**config.mk**
```make
export PLATFORM = sky130hd
export DESIGN_NAME = sfsr_status_readback
export DESIGN_NICKNAME = d
export VERILOG_FILES = /design/src/logic/sfsr_status_readback.v
export VERILOG_INCLUDE_DIRS = /design/src /design/src/logic
export SDC_FILE = /design/constraint.sdc
export NUM_CORES = 1
export LEC_CHECK = 0
export ABC_AREA = 1
export BUFFER_PORTS_ARGS = -buffer_cell sky130_fd_sc_hd__buf_2
export CAP_MARGIN = 10
export CORE_ASPECT_RATIO = 1.4
export CORE_MARGIN = 3
export CORE_UTILIZATION = 35
export DETAILED_ROUTE_END_ITERATION = 8
export PLACE_DENSITY_LB_ADDON = 0.15
export SYNTH_ARGS = -nofsm -noshare
export SYNTH_HDL_FRONTEND = slang
export SYNTH_SLANG_ARGS = --single-unit
export TNS_END_PERCENT = 100
```
**constraint.sdc**
```tcl
create_clock -name ref_clk -period 7.15 [get_ports ref_clk]
set_clock_uncertainty 0.2 [all_clocks]
set_input_delay 1.0725 -clock ref_clk [delete_from_list [all_inputs] [get_ports ref_clk]]
set_output_delay 1.0725 -clock ref_clk [all_outputs]
set_load 0.03 [all_outputs]
```
**src/logic/sfsr_status_readback_map.vh**
```
// Constants for the serial fault status readback block
// Behaviour
// - The readback word is chosen by the four-bit address select field.
// - Persist bit clear: programmed address serves one read, then quick word.
// - Persist bit set: programmed address serves every read until reprogrammed.
// - Each word carries its code in bits 15:12; address zero returns quick word.
// - Bit 11 of every word shows fail mode as one, normal as zero.
// - Summary flags in bits 10:8 clear only after all underlying faults are read.
// - Device summary is OR of cleared, undervolt, overvolt, pump, clock, test flags.
// - Overload summary is OR of all overcurrent and overtemperature shutdown indications.
// - Registers-cleared flag is set when serial registers return to reset state.
// - Channel quick flag is OR of code, overtemperature and open-load bits.
// - Channel word: shutdown 6, warning 5, code 4:2, open-load on 1, off 0.
// - Overcurrent code: none, inrush one to three, low, disable, severe short.
// - A newer overcurrent overwrites an unread code on that channel.
// - Device word: test 4, overvolt 3, undervolt 2, link fail 1, limp 0.
// - Limp bit reports the deglitched limp level live, never latched.
// - Pin word: toggle OR in 9, inputs 8:5, outputs 4:0, all live.
// - Output state bits are valid only while no undervoltage is present.
// - Identification bits return the part code, zeros while the undervoltage flag is latched.
// - Reading a channel word releases its latched open-load diagnosis.
`ifndef SFSR_STATUS_READBACK_MAP_VH
`define SFSR_STATUS_READBACK_MAP_VH

// ==========================================
// Word codes and readback addresses
`define SFSR_CODE_QUICK 4'h1
`define SFSR_CODE_CH1 4'h2
`define SFSR_CODE_CH5 4'h6
`define SFSR_CODE_DEVICE 4'h7
`define SFSR_CODE_LIVE 4'h8
`define SFSR_CODE_IDENT 4'h9
`define SFSR_ADDR_DEFAULT 4'h0

// ==========================================
// Received word layout
`define SFSR_SI_ADDR_HI 15
`define SFSR_SI_ADDR_LO 12
`define SFSR_SI_INIT1_ADDR 4'h0
`define SFSR_SI_SEL_HI 3
`define SFSR_SI_SEL_LO 0
`define SFSR_SI_PERSIST_BIT 4

// ==========================================
// Overcurrent codes
`define SFSR_OC_NONE 3'h0
`define SFSR_OC_INRUSH1 3'h1
`define SFSR_OC_INRUSH2 3'h2
`define SFSR_OC_INRUSH3 3'h3
`define SFSR_OC_LOW 3'h4
`define SFSR_OC_DISABLE 3'h5
`define SFSR_OC_SEVERE 3'h6

// ==========================================
// Frame and reset values
`define SFSR_FRAME_BITS 5'h10
`define SFSR_RCF_RESET 1'b1
`define SFSR_PART_CODE_DEFAULT 8'h5A

`endif

```
**src/logic/sfsr_status_readback.v**
```verilog
// Serial fault status readback: latched faults, word select and serial output
`timescale 1ns/1ps
`default_nettype none
`include "sfsr_status_readback_map.vh"

module sfsr_status_readback #(
    parameter CHANNELS = 5,
    // Arbitrary identification value
    parameter [7:0] PART_CODE = `SFSR_PART_CODE_DEFAULT
) (
    input wire ref_clk,
    input wire rst,
    input wire spi_sclk,
    input wire spi_cs_n,
    input wire spi_mosi,
    output reg spi_miso,
    output reg spi_miso_oe,
    output reg [3:0] readback_address_select,
    output reg readback_address_persist,
    input wire fail_mode_indicator,
    input wire [CHANNELS-1:0] overtemp_shutdown_evt,
    input wire [CHANNELS-1:0] overtemp_warning_evt,
    input wire [CHANNELS-1:0] overcurrent_evt,
    input wire [3*CHANNELS-1:0] overcurrent_code_in,
    input wire [CHANNELS-1:0] open_load_on_state_evt,
    input wire [CHANNELS-1:0] open_load_off_state_evt,
    input wire undervoltage_in,
    input wire overvoltage_in,
    input wire charge_pump_fault_in,
    input wire clock_failure_in,
    input wire test_mode_active_in,
    input wire serial_link_fail_in,
    input wire registers_cleared_evt,
    input wire limp_input_level,
    input wire [3:0] control_input_level,
    input wire [3:0] input_toggle,
    input wire [CHANNELS-1:0] output_level_state
);

// ==========================================
// Pin synchronisers
reg sclk_s1_r, sclk_s2_r, sclk_s3_r;
reg cs_s1_r, cs_s2_r, cs_s3_r;
reg mosi_s1_r, mosi_s2_r;

always @(posedge ref_clk) begin
    if (rst) begin
        sclk_s1_r <= 1'b0;
        sclk_s2_r <= 1'b0;
        sclk_s3_r <= 1'b0;
        cs_s1_r <= 1'b1;
        cs_s2_r <= 1'b1;
        cs_s3_r <= 1'b1;
        mosi_s1_r <= 1'b0;
        mosi_s2_r <= 1'b0;
    end else begin
        sclk_s1_r <= spi_sclk;
        sclk_s2_r <= sclk_s1_r;
        sclk_s3_r <= sclk_s2_r;
        cs_s1_r <= spi_cs_n;
        cs_s2_r <= cs_s1_r;
        cs_s3_r <= cs_s2_r;
        mosi_s1_r <= spi_mosi;
        mosi_s2_r <= mosi_s1_r;
    end
end

// Third stages serve only the edge detectors
wire frame_start = cs_s3_r & ~cs_s2_r;
wire frame_end = ~cs_s3_r & cs_s2_r;
wire sclk_rise = ~cs_s2_r & ~sclk_s3_r & sclk_s2_r;
wire sclk_fall = ~cs_s2_r & sclk_s3_r & ~sclk_s2_r;

// ==========================================
// Latched fault flags
reg [CHANNELS-1:0] ots_r, otw_r, olon_r, oloff_r;
reg [3*CHANNELS-1:0] oc_r;
reg uvf_r, ovf_r, cpf_r, clock_failure_flag_r, tmf_r, serial_link_fail_flag_r, rcf_r;

// Channel code extraction
function [2:0] oc_of;
    input [3*CHANNELS-1:0] codes;
    input integer ch;
    begin
        oc_of = codes[3*ch +: 3];
    end
endfunction

// ==========================================
// Summary flags
reg [CHANNELS-1:0] quick_flag;
reg overload_summary_flag;
wire device_summary_flag = rcf_r | uvf_r | ovf_r | cpf_r | clock_failure_flag_r | tmf_r;
wire open_load_summary_flag = |(olon_r | oloff_r);
integer qi;

always @* begin
    overload_summary_flag = |ots_r;
    for (qi = 0; qi < CHANNELS; qi = qi + 1) begin
        quick_flag[qi] = (|oc_of(oc_r, qi)) | otw_r[qi] | ots_r[qi] | olon_r[qi] | oloff_r[qi];
        overload_summary_flag = overload_summary_flag | (|oc_of(oc_r, qi));
    end
end

wire [3:0] global_bits = {fail_mode_indicator, device_summary_flag, overload_summary_flag,
    open_load_summary_flag};

// ==========================================
// Fixed-layout words
reg [15:0] quick_word;
reg [15:0] dev_word;
reg [15:0] live_word;
reg [15:0] ident_word;

always @* begin
    quick_word = 16'h0000;
    quick_word[15:12] = `SFSR_CODE_QUICK;
    quick_word[11:8] = global_bits;
    quick_word[7] = cpf_r;
    quick_word[6] = rcf_r;
    quick_word[5] = clock_failure_flag_r;
    quick_word[4:0] = quick_flag;
    dev_word = 16'h0000;
    dev_word[15:12] = `SFSR_CODE_DEVICE;
    dev_word[11:8] = global_bits;
    dev_word[4] = tmf_r;
    dev_word[3] = ovf_r;
    dev_word[2] = uvf_r;
    dev_word[1] = serial_link_fail_flag_r;
    dev_word[0] = limp_input_level;
    // Live pins, no latch in the path
    live_word = 16'h0000;
    live_word[15:12] = `SFSR_CODE_LIVE;
    live_word[11] = fail_mode_indicator;
    live_word[9] = |input_toggle;
    live_word[8:5] = control_input_level;
    live_word[4:0] = output_level_state & {CHANNELS{~undervoltage_in}};
    // Part code hidden while the undervoltage flag is latched
    ident_word = 16'h0000;
    ident_word[15:12] = `SFSR_CODE_IDENT;
    ident_word[11] = fail_mode_indicator;
    ident_word[7:0] = uvf_r ? 8'h00 : PART_CODE;
end

// ==========================================
// Word assembly
reg [15:0] word_sel;
integer wch;

always @* begin
    wch = 0;
    case (readback_address_select)
    4'h2, 4'h3, 4'h4, 4'h5, 4'h6: begin
        wch = readback_address_select - 2;
        word_sel = {readback_address_select, global_bits, 1'b0, ots_r[wch], otw_r[wch],
            oc_of(oc_r, wch), olon_r[wch], oloff_r[wch]};
    end
    4'h7: begin
        word_sel = dev_word;
    end
    4'h8: begin
        word_sel = live_word;
    end
    4'h9: begin
        word_sel = ident_word;
    end
    default: begin
        word_sel = quick_word;
    end
    endcase
end

// ==========================================
// Serial frame engine
reg [15:0] tx_r;
reg [15:0] rx_r;
reg [4:0] bit_cnt_r;
reg [3:0] loaded_sel_r;
// Frozen at frame start so mid-frame events survive the clear
reg [15:0] snap_r;
reg [2:0] snap_quick_r;

always @(posedge ref_clk) begin
    if (rst) begin
        tx_r <= 16'h0000;
        rx_r <= 16'h0000;
        bit_cnt_r <= 5'h00;
        loaded_sel_r <= `SFSR_ADDR_DEFAULT;
        snap_r <= 16'h0000;
        snap_quick_r <= 3'b000;
        spi_miso <= 1'b0;
        spi_miso_oe <= 1'b0;
    end else begin
        if (frame_start) begin
            tx_r <= {word_sel[14:0], 1'b0};
            spi_miso <= word_sel[15];
            spi_miso_oe <= 1'b1;
            loaded_sel_r <= readback_address_select;
            snap_r <= word_sel;
            snap_quick_r <= {cpf_r, rcf_r, clock_failure_flag_r};
            bit_cnt_r <= 5'h00;
        end else begin
            if (sclk_rise) begin
                rx_r <= {rx_r[14:0], mosi_s2_r};
                if (bit_cnt_r != 5'h1F) begin
                    bit_cnt_r <= bit_cnt_r + 5'h01;
                end
            end
            if (sclk_fall) begin
                spi_miso <= tx_r[15];
                tx_r <= {tx_r[14:0], 1'b0};
            end
            if (frame_end) begin
                spi_miso_oe <= 1'b0;
            end
        end
    end
end

// Only a frame of exactly sixteen bits may write or clear
wire frame_good = frame_end & (bit_cnt_r == `SFSR_FRAME_BITS);
wire frame_bad = frame_end & (bit_cnt_r != `SFSR_FRAME_BITS);
wire init1_write = frame_good & (rx_r[`SFSR_SI_ADDR_HI:`SFSR_SI_ADDR_LO] == `SFSR_SI_INIT1_ADDR);

// ==========================================
// Readback address control
always @(posedge ref_clk) begin
    if (rst) begin
        readback_address_select <= `SFSR_ADDR_DEFAULT;
        readback_address_persist <= 1'b0;
    end else if (init1_write) begin
        readback_address_select <= rx_r[`SFSR_SI_SEL_HI:`SFSR_SI_SEL_LO];
        readback_address_persist <= rx_r[`SFSR_SI_PERSIST_BIT];
    end else if (frame_good & ~readback_address_persist) begin
        readback_address_select <= `SFSR_ADDR_DEFAULT;
    end
end
// Persist keeps the address: only reset or an INIT1 write changes it

// ==========================================
// Read-to-clear decode
reg [CHANNELS-1:0] ch_clr;
wire dev_clr = frame_good & (loaded_sel_r == `SFSR_CODE_DEVICE);
integer ci;

always @* begin
    for (ci = 0; ci < CHANNELS; ci = ci + 1) begin
        ch_clr[ci] = frame_good & (loaded_sel_r == `SFSR_CODE_CH1 + ci);
    end
end

// ==========================================
// Clear masks: flags that left in the shifted word, quick-only flags as snapped at frame start
reg [CHANNELS-1:0] ots_clr, otw_clr, olon_clr, oloff_clr, oc_clr;
reg uvf_clr, ovf_clr, tmf_clr, serial_link_fail_flag_clr, cpf_clr, rcf_clr, clock_failure_flag_clr;
integer mi;

always @* begin
    ots_clr = {CHANNELS{1'b0}};
    otw_clr = {CHANNELS{1'b0}};
    olon_clr = {CHANNELS{1'b0}};
    oloff_clr = {CHANNELS{1'b0}};
    oc_clr = {CHANNELS{1'b0}};
    for (mi = 0; mi < CHANNELS; mi = mi + 1) begin
        ots_clr[mi] = ch_clr[mi] & snap_r[6];
        otw_clr[mi] = ch_clr[mi] & snap_r[5];
        oc_clr[mi] = ch_clr[mi] & (oc_of(oc_r, mi) == snap_r[4:2]);
        olon_clr[mi] = ch_clr[mi] & snap_r[1];
        oloff_clr[mi] = ch_clr[mi] & snap_r[0];
    end
    uvf_clr = dev_clr & snap_r[2];
    ovf_clr = dev_clr & snap_r[3];
    tmf_clr = dev_clr & snap_r[4];
    serial_link_fail_flag_clr = dev_clr & snap_r[1];
    cpf_clr = dev_clr & snap_quick_r[2];
    rcf_clr = dev_clr & snap_quick_r[1];
    clock_failure_flag_clr = dev_clr & snap_quick_r[0];
end

// ==========================================
// Channel flag latches, set wins over clear
reg [CHANNELS-1:0] ots_nxt, otw_nxt, olon_nxt, oloff_nxt;
reg [3*CHANNELS-1:0] oc_nxt;
integer ni;

always @* begin
    ots_nxt = (ots_r & ~ots_clr) | overtemp_shutdown_evt;
    otw_nxt = (otw_r & ~otw_clr) | overtemp_warning_evt;
    olon_nxt = (olon_r & ~olon_clr) | open_load_on_state_evt;
    oloff_nxt = (oloff_r & ~oloff_clr) | open_load_off_state_evt;
    oc_nxt = oc_r;
    for (ni = 0; ni < CHANNELS; ni = ni + 1) begin
        if (overcurrent_evt[ni]) begin
            oc_nxt[3*ni +: 3] = oc_of(overcurrent_code_in, ni);
        end else if (oc_clr[ni]) begin
            oc_nxt[3*ni +: 3] = `SFSR_OC_NONE;
        end
    end
end

always @(posedge ref_clk) begin
    if (rst) begin
        ots_r <= {CHANNELS{1'b0}};
        otw_r <= {CHANNELS{1'b0}};
        olon_r <= {CHANNELS{1'b0}};
        oloff_r <= {CHANNELS{1'b0}};
        oc_r <= {3*CHANNELS{1'b0}};
    end else begin
        ots_r <= ots_nxt;
        otw_r <= otw_nxt;
        olon_r <= olon_nxt;
        oloff_r <= oloff_nxt;
        oc_r <= oc_nxt;
    end
end

// ==========================================
// Device flag latches, set wins over clear
always @(posedge ref_clk) begin
    if (rst) begin
        uvf_r <= 1'b0;
        ovf_r <= 1'b0;
        cpf_r <= 1'b0;
        clock_failure_flag_r <= 1'b0;
        tmf_r <= 1'b0;
        serial_link_fail_flag_r <= 1'b0;
        rcf_r <= `SFSR_RCF_RESET;
    end else begin
        uvf_r <= (uvf_r & ~uvf_clr) | undervoltage_in;
        ovf_r <= (ovf_r & ~ovf_clr) | overvoltage_in;
        // Quick-only flags clear with the device word as well
        cpf_r <= (cpf_r & ~cpf_clr) | charge_pump_fault_in;
        clock_failure_flag_r <= (clock_failure_flag_r & ~clock_failure_flag_clr) | clock_failure_in;
        tmf_r <= (tmf_r & ~tmf_clr) | test_mode_active_in;
        serial_link_fail_flag_r <= (serial_link_fail_flag_r & ~serial_link_fail_flag_clr) | serial_link_fail_in | frame_bad;
        rcf_r <= (rcf_r & ~rcf_clr) | registers_cleared_evt;
    end
end

endmodule

`default_nettype wire

```
==> impl_metrics.env, run 1 <==
export IMPL_drt_total_wl_um=16600
export IMPL_finalCritPeriodShare_pct=51.0
export IMPL_crit_path_top_delay_cell="dfxtp_1"
export IMPL_synth_ff_type="dfxtp_1"
export IMPL_cts_resized=0
export IMPL_setup_tns_ns=0
export IMPL_hp_class="reg -> reg"
export IMPL_overflow=0
export IMPL_viasPerCell=5.21
export IMPL_core_sq_mm=0.0153
export IMPL_cts_buffer_depth=2
export IMPL_num_rows=53
export IMPL_worst_slew_pin_slew_ns=1.07
export IMPL_port_buffers=73
export IMPL_hold_violations=0
export IMPL_cp_arrival_ns=3.73
export IMPL_leakage_nw=2.62
export IMPL_slowest_delay_ns=0.62
export IMPL_root_buffer="clkbuf_16"
export IMPL_start_util_pct=36.4
export IMPL_synth_seq_cells=107
export IMPL_finalPower_mw=1.26
export IMPL_syn_area_per_cell_sq_um=7.11
export IMPL_crit_path_cell_trace="inv_2, ha_1, inv_1, ha_1, ha_1, nand2_1, nand2_1, nand3_2, nand2_4, nand2_1, nand2_1, nand2_1, nand2_1, nand3_1, nand2_1, nand3_1, nand2_1, nand2_2, a21oi_2"
export IMPL_required_ns=7.23
export IMPL_clk_insertion_delay_late_ns=0.35
export IMPL_crit_path_frequent_cell="nand2_1"
export IMPL_syn_nets=864
export IMPL_grt_pass1_vias=5268
export IMPL_start_kind="flip-flop"
export IMPL_area_growth_pct=13.8
export IMPL_hold_buffers=0
export IMPL_vias=5368
export IMPL_design_portCount=74
export IMPL_dieHeight_um=155
export IMPL_timing_slew_headroom_pct=28.1
export IMPL_criticalPathCategory="reg -> reg"
export IMPL_power_density_mw_per_mm2=199
export IMPL_fmax_mhz=274
export IMPL_yosys_warnings=0
export IMPL_setup_viol=0
export IMPL_die_area_sq_mm=0.0174
export IMPL_antenna_found_initial=0
export IMPL_final_nets=918
export IMPL_antenna_left=0
export IMPL_peakVddDrop_mv=0.100
export IMPL_syn_cell_area_sq_mm=0.00555
export IMPL_grt_pass1_wl_um=26900
export IMPL_drc=0
export IMPL_initialDrtViolationCount=383
export IMPL_grt_max_degree=67
export IMPL_hpwl_um=12500
export IMPL_rsz0062_at_grt="false"
export IMPL_cts_tree="done"
export IMPL_synthCells=780
export IMPL_period_needed_ns=3.64
export IMPL_post_cts_setup_buffers=0
export IMPL_htree_levels=3
export IMPL_wire_per_inst_um=16.2
export IMPL_status="finished clean"
export IMPL_dr_pass1_iters=5
export IMPL_path_max_fanout=24
export IMPL_synth_cell_types=45
export IMPL_synth_edf_count=0
export IMPL_slew_violations=0
export IMPL_cts_buffers=9
export IMPL_antenna_cells=0
export IMPL_synthArstFlopShare_pct=0
export IMPL_end_kind="flip-flop"
export IMPL_clk_pin_slew_ns=0.07
export IMPL_drive_gt1_share_pct=14.2
export IMPL_gp_congestion=0.862
export IMPL_grt_usage_pct=19.4
export IMPL_die_x_um=112
export IMPL_utilization_pct=41.4
export IMPL_clkSinkCount=107
export IMPL_drv_cap=0
export IMPL_synth_seq_area_share_pct=38.6
==> area by class of cell <==
| cell class | instances | area [sq um] |
|---|---|---|
| fill | 1669 | 8940 |
| multi-input combinational | 534 | 2860 |
| sequential | 107 | 2140 |
| inverter | 107 | 402 |
| timing repair buffer | 75 | 380 |
| clock buffer | 12 | 246 |
| tap | 192 | 240 |
| clock inverter | 3 | 47.5 |
==> synth_stat cells (5+ instances only) <==
cell | count | area [sq um]
a21oi_1 | 84 | 420
a221oi_1 | 5 | 43.8
buf_2 | 6 | 30.0
clkbuf_1 | 22 | 82.6
dfxtp_1 | 107 | 2140
ha_1 | 16 | 200
inv_1 | 100 | 375
inv_2 | 6 | 22.5
nand2_1 | 125 | 469
nand2_2 | 6 | 37.5
nand3_1 | 63 | 315
nand3_2 | 6 | 60.1
nand4_1 | 6 | 37.5
nor2_1 | 64 | 240
nor3_1 | 12 | 60.1
nor4_1 | 9 | 56.3
o21ai_0 | 69 | 345
o22ai_1 | 10 | 62.6
xnor2_1 | 10 | 87.6
xor2_1 | 6 | 52.6
==> routing by layer <==
layer	track usage (%)	up-vias	wire length (um)
li1	-	2730	-
met1	23.7	2511	7060
met2	33.6	99	8440
met3	3.19	28	595
met4	8.08	0	543
met5	0	-	0
==> placed cells by master (no fill, tap or decap), types with 2 or more instances in the layout <==
master,instances
o21ai_2,3
o22ai_1,10
clkbuf_1,2
nor3_1,12
xor2_1,6
a31oi_1,4
a21oi_2,4
nand4_1,6
o31ai_1,2
nand3_1,63
a221oi_1,5
a41oi_1,4
xnor2_1,10
nand3_2,6
o21ai_0,69
a211oi_1,4
or2_2,2
dfxtp_1,107
buf_2,73
clkbuf_16,9
a311oi_1,2
nand2_1,125
nand2_2,6
a21oi_1,84
nor4_1,9
inv_2,6
inv_1,100
o211ai_1,4
ha_1,16
nor2_1,64
buf_4,2
o221ai_1,3
==> worst max-delay path: cells and delay by family (launching register included) <==
kind	cells	cell delay [ns]
and+or+nand+nor	13	1.18
adders and majority gates	3	1.10
DFF	1	0.62
buffers and inverters	2	0.33
AOI/OAI and AO/OA	1	0.13
==> registers in the layout (all words and copies together) (netlist names), 5 cells and up <==
signal / flops
snap_r: 7
oloff_r: 5
oc_r: 15
bit_cnt_r: 5
ots_r: 5
tx_r: 15
otw_r: 5
rx_r: 16
olon_r: 5
==> metrics by stage <==
stage	cells	hold slack, ns	setup slack (ns)	instance area [sq um]
2_1_floorplan	780	0.188	3.77	5550
3_3_place_gp	1015	0.204	3.59	6020
3_5_place_dp	1015	0.203	3.56	6020
4_1_cts	1030	0.213	3.53	6320
5_1_grt	1030	0.237	3.15	6320
6_report	1030	0.209	3.51	6320
==> power by group <==
part | internal (mW) | switching (mW) | leakage [nW] | total (mW)
Sequential | 0.622 | 0.0254 | 0.878 | 0.647
Clock | 0.282 | 0.221 | 0.143 | 0.503
Combinational | 0.0433 | 0.0626 | 1.60 | 0.106
Total | 0.946 | 0.309 | 2.62 | 1.26
==> kinds of logic (layout without fill, tap and decap cells) <==
group	Yosys count	count (layout)	synth area share [%]
and+or+nand+nor	298	298	24.2
AOI/OAI and AO/OA	203	203	20.8
buffers and inverters	139	197	9.88
DFF	107	107	38.6
adders and majority gates	17	17	3.97
xor gates and xnor gates	16	16	2.53
==> final timing paths <==
| kind | endpoint | start | slack (ns) | cells past startpoint |
|---|---|---|---|---|
| worst max register to register | tx_r[3] | readback_address_select[1] | 3.51 | 19 |
| worst max-delay path | tx_r[3] | readback_address_select[1] | 3.51 | 19 |
| worst min-delay path | sclk_s2_r | sclk_s1_r | 0.21 | 2 |
| worst min register to register | sclk_s2_r | sclk_s1_r | 0.21 | 2 |
Note: power is estimated with default switching activity, not from simulation.
==> inputs of run 2 (changes only) <==
--- a/config.mk
+++ b/config.mk
@@ -6,7 +6,7 @@
 export SDC_FILE = /design/constraint.sdc
 export NUM_CORES = 1
 export LEC_CHECK = 0
-export ABC_AREA = 1
+export ABC_AREA = 0
 export BUFFER_PORTS_ARGS = -buffer_cell sky130_fd_sc_hd__buf_2
 export CAP_MARGIN = 10
 export CORE_ASPECT_RATIO = 1.4
==> constraint.sdc (replaced) <==
create_clock -name ref_clk -period 3.6 [get_ports ref_clk]
set_clock_uncertainty 0.2 [all_clocks]
set_input_delay 0.54 -clock ref_clk [delete_from_list [all_inputs] [get_ports ref_clk]]
set_output_delay 0.54 -clock ref_clk [all_outputs]
set_load 0.03 [all_outputs]
==> run 2 against run 1 <==
Against the previous run:
- area after synthesis shrank 4.7%
- cell count fell by 15%
- final area is 1.7% lower
- clock power is 110% higher
- total power grew 100%
- non-clock buffer count increased by 14
- first-iteration DRC count decreased by 52%
- worst setup slack got worse by 3.1 ns
- utilization up 0.98 points
==> impl_metrics.env, run 2 <==
export IMPL_status="finished clean"
export IMPL_num_rows=52
export IMPL_viasPerCell=5.34
export IMPL_grt_max_degree=56
export IMPL_dr_pass1_iters=4
export IMPL_hold_path_end="cs_s1_r"
export IMPL_wire_per_inst_um=17.0
export IMPL_port_buffers=73
export IMPL_fin_area_sq_mm=0.00621
export IMPL_overflow=0
export IMPL_syn_cell_area_sq_mm=0.00529
export IMPL_yosysMostFrequentCell="dfxtp_1"
export IMPL_layout_commonest_cell="dfxtp_1"
export IMPL_grt_pass1_vias=4548
export IMPL_largest_register="rx_r"
export IMPL_core_sq_mm=0.0146
export IMPL_final_nets=766
export IMPL_final_instance_count_excl_fill=876
export IMPL_whs_ns=0.162
export IMPL_synth_seq_area_share_pct=40.5
export IMPL_syn_nets=698
export IMPL_path_max_fanout=5
export IMPL_cts_tree="done"
export IMPL_power_density_mw_per_mm2=410
export IMPL_clk_insertion_delay_late_ns=0.36
export IMPL_antenna_left=0
export IMPL_slew_violations=0
export IMPL_fmax_mhz=308
export IMPL_post_cts_setup_buffers=0
export IMPL_synth_seq_cells=107
export IMPL_largestRegisters="rx_r (16), oc_r (15), tx_r (15)"
export IMPL_most_common_layout_cells="dfxtp_1, nand2_1, nor2_1"
export IMPL_initialDrtViolationCount=182
export IMPL_place_area_sq_mm=0.00589
export IMPL_rsz0062_at_grt="false"
export IMPL_finalCritPeriodShare_pct=90.1
export IMPL_dieHeight_um=151
export IMPL_worst_slew_pin_slew_ns=1.03
export IMPL_peakVddDrop_mv=0.192
export IMPL_hpwl_um=11400
export IMPL_ys_top_cells_by_count="dfxtp_1, nand2_1, nor2_1"
export IMPL_start_kind="flip-flop"
export IMPL_leakage_nw=2.29
export IMPL_r2r_start="readback_address_select[1]"
export IMPL_clkSinkCount=107
export IMPL_hold_depth=2
export IMPL_rr_worst_depth=11
export IMPL_antenna_cells=0
export IMPL_yosys_warnings=0
export IMPL_die_area_sq_mm=0.0166
export IMPL_vias=4680
export IMPL_design_portCount=74
export IMPL_dp_cells=860
export IMPL_end_kind="flip-flop"
export IMPL_synth_top_area_share_pct=40.5
export IMPL_root_buffer="clkbuf_16"
export IMPL_synthArstFlopShare_pct=0
export IMPL_grt_usage_pct=18.6
export IMPL_largest_reg_flops=16
export IMPL_cts_buffers=9
export IMPL_setup_tns_ns=0
export IMPL_period_needed_ns=3.24
export IMPL_rrSetupSlack_ns=0.36
export IMPL_htree_levels=3
export IMPL_antenna_found_initial=0
export IMPL_cts_resized=0
export IMPL_drc=0
export IMPL_synth_edf_count=0
export IMPL_setup_viol=0
export IMPL_syn_area_per_cell_sq_um=8.61
export IMPL_drt_total_wl_um=14900
export IMPL_cp_arrival_ns=3.32
export IMPL_hp_class="in -> reg"
export IMPL_cts_buffer_depth=2
export IMPL_gp_congestion=0.852
export IMPL_criticalPathCategory="reg -> reg"
export IMPL_synth_cell_types=65
export IMPL_grt_pass1_wl_um=23800
export IMPL_worstHoldStart="spi_cs_n"
export IMPL_timing_slew_headroom_pct=31.2
export IMPL_die_x_um=110
export IMPL_netlist_top_cells_area="dfxtp_1, nand2_1, mux2i_1"
export IMPL_synth_largest_area_cell="dfxtp_1"
export IMPL_r2r_end="snap_r[3]"
export IMPL_area_growth_pct=17.4
export IMPL_hold_violations=0
export IMPL_drive_gt1_share_pct=18.2
export IMPL_synth_ff_type="dfxtp_1"
export IMPL_hold_buffers=0
export IMPL_start_util_pct=36.1
export IMPL_clk_pin_slew_ns=0.08
export IMPL_utilization_pct=42.4
export IMPL_required_ns=3.68
export IMPL_synthCells=614
export IMPL_drv_cap=0
-- run 2: cell types whose count changed in the layout (fill, tap and decap cells not counted), moves of 8 or more --
cell	before	now
a21oi_1	84	49
a22oi_1	0	19
buf_4	2	15
inv_1	100	11
mux2i_1	0	30
nand2_1	125	100
nand3_1	63	6
nor2_1	64	76
nor2b_1	0	9
o21ai_0	69	10
o22ai_1	10	2
or4_1	0	12
xnor2_1	10	18
-- run 2: final cells by class --
| class | instances | area [sq um] |
|---|---|---|
| fillers | 1520 | 8430 |
| multi-input cells | 462 | 2960 |
| flip-flops and latches | 107 | 2140 |
| repair buffers | 89 | 498 |
| well taps | 189 | 236 |
| clock buffers | 9 | 225 |
| clock inverters | 7 | 93.8 |
| inverters | 13 | 48.8 |
-- run 2: logic make-up after synthesis --
logic type,synth area share (%)
flip-flops,40.5
multiplexers,8.73
buffers and inverters,3.50
adder cells (fa/ha/maj),4.16
AO/OA/AOI/OAI,18.7
XOR/XNOR,3.64
AND/OR/NAND/NOR,20.8
-- run 2: stage by stage --
step / worst slack [ns] / power, mW
6_report: 0.357 / 2.54
2_1_floorplan: 0.0472 / 1.42
4_1_cts: 0.329 / 2.57
5_1_grt: 0.0905 / 2.65
3_5_place_dp: 0.341 / 1.51
3_3_place_gp: 0.443 / 1.51
-- run 2: metal layers --
layer | vias up | track usage [%] | part of all wire (%)
li1 | 2344 | - | -
met1 | 2220 | 24.0 | 44
met2 | 92 | 30.7 | 50
met3 | 24 | 2.43 | 3.6
met4 | 0 | 8.05 | 2.4
met5 | - | 0 | 0
-- run 2: report_power, final --
group	leakage [nW]	switching (mW)	total, mW	internal [mW]
combinational	1.26	0.0990	0.197	0.0976
clock	0.153	0.498	1.06	0.561
sequential	0.878	0.0573	1.29	1.23
-- run 2: worst max path at each step --
stage	startpoint	end	slack, ns	cells after the start
6_report	readback_address_select[1]	snap_r[3]	0.36	11
5_1_grt	readback_address_select[1]	snap_r[3]	0.09	11
4_1_cts	readback_address_select[1]	snap_r[3]	0.33	11
3_5_place_dp	readback_address_select[1]	snap_r[3]	0.34	11
3_3_place_gp	readback_address_select[1]	snap_r[3]	0.44	11
2_1_floorplan	readback_address_select[1]	snap_r[3]	0.05	13
-- run 2: worst max-delay path: stages (launching register included) --
cell     delay (ns)
dfxtp_2        0.32
inv_1          0.09
ha_1           0.26
xor2_1         0.21
ha_1           0.29
ha_1           0.29
a21o_1         0.18
a21oi_1        0.16
xnor2_1        0.15
or4_1          0.56
a211o_1        0.32
a31oi_1        0.12
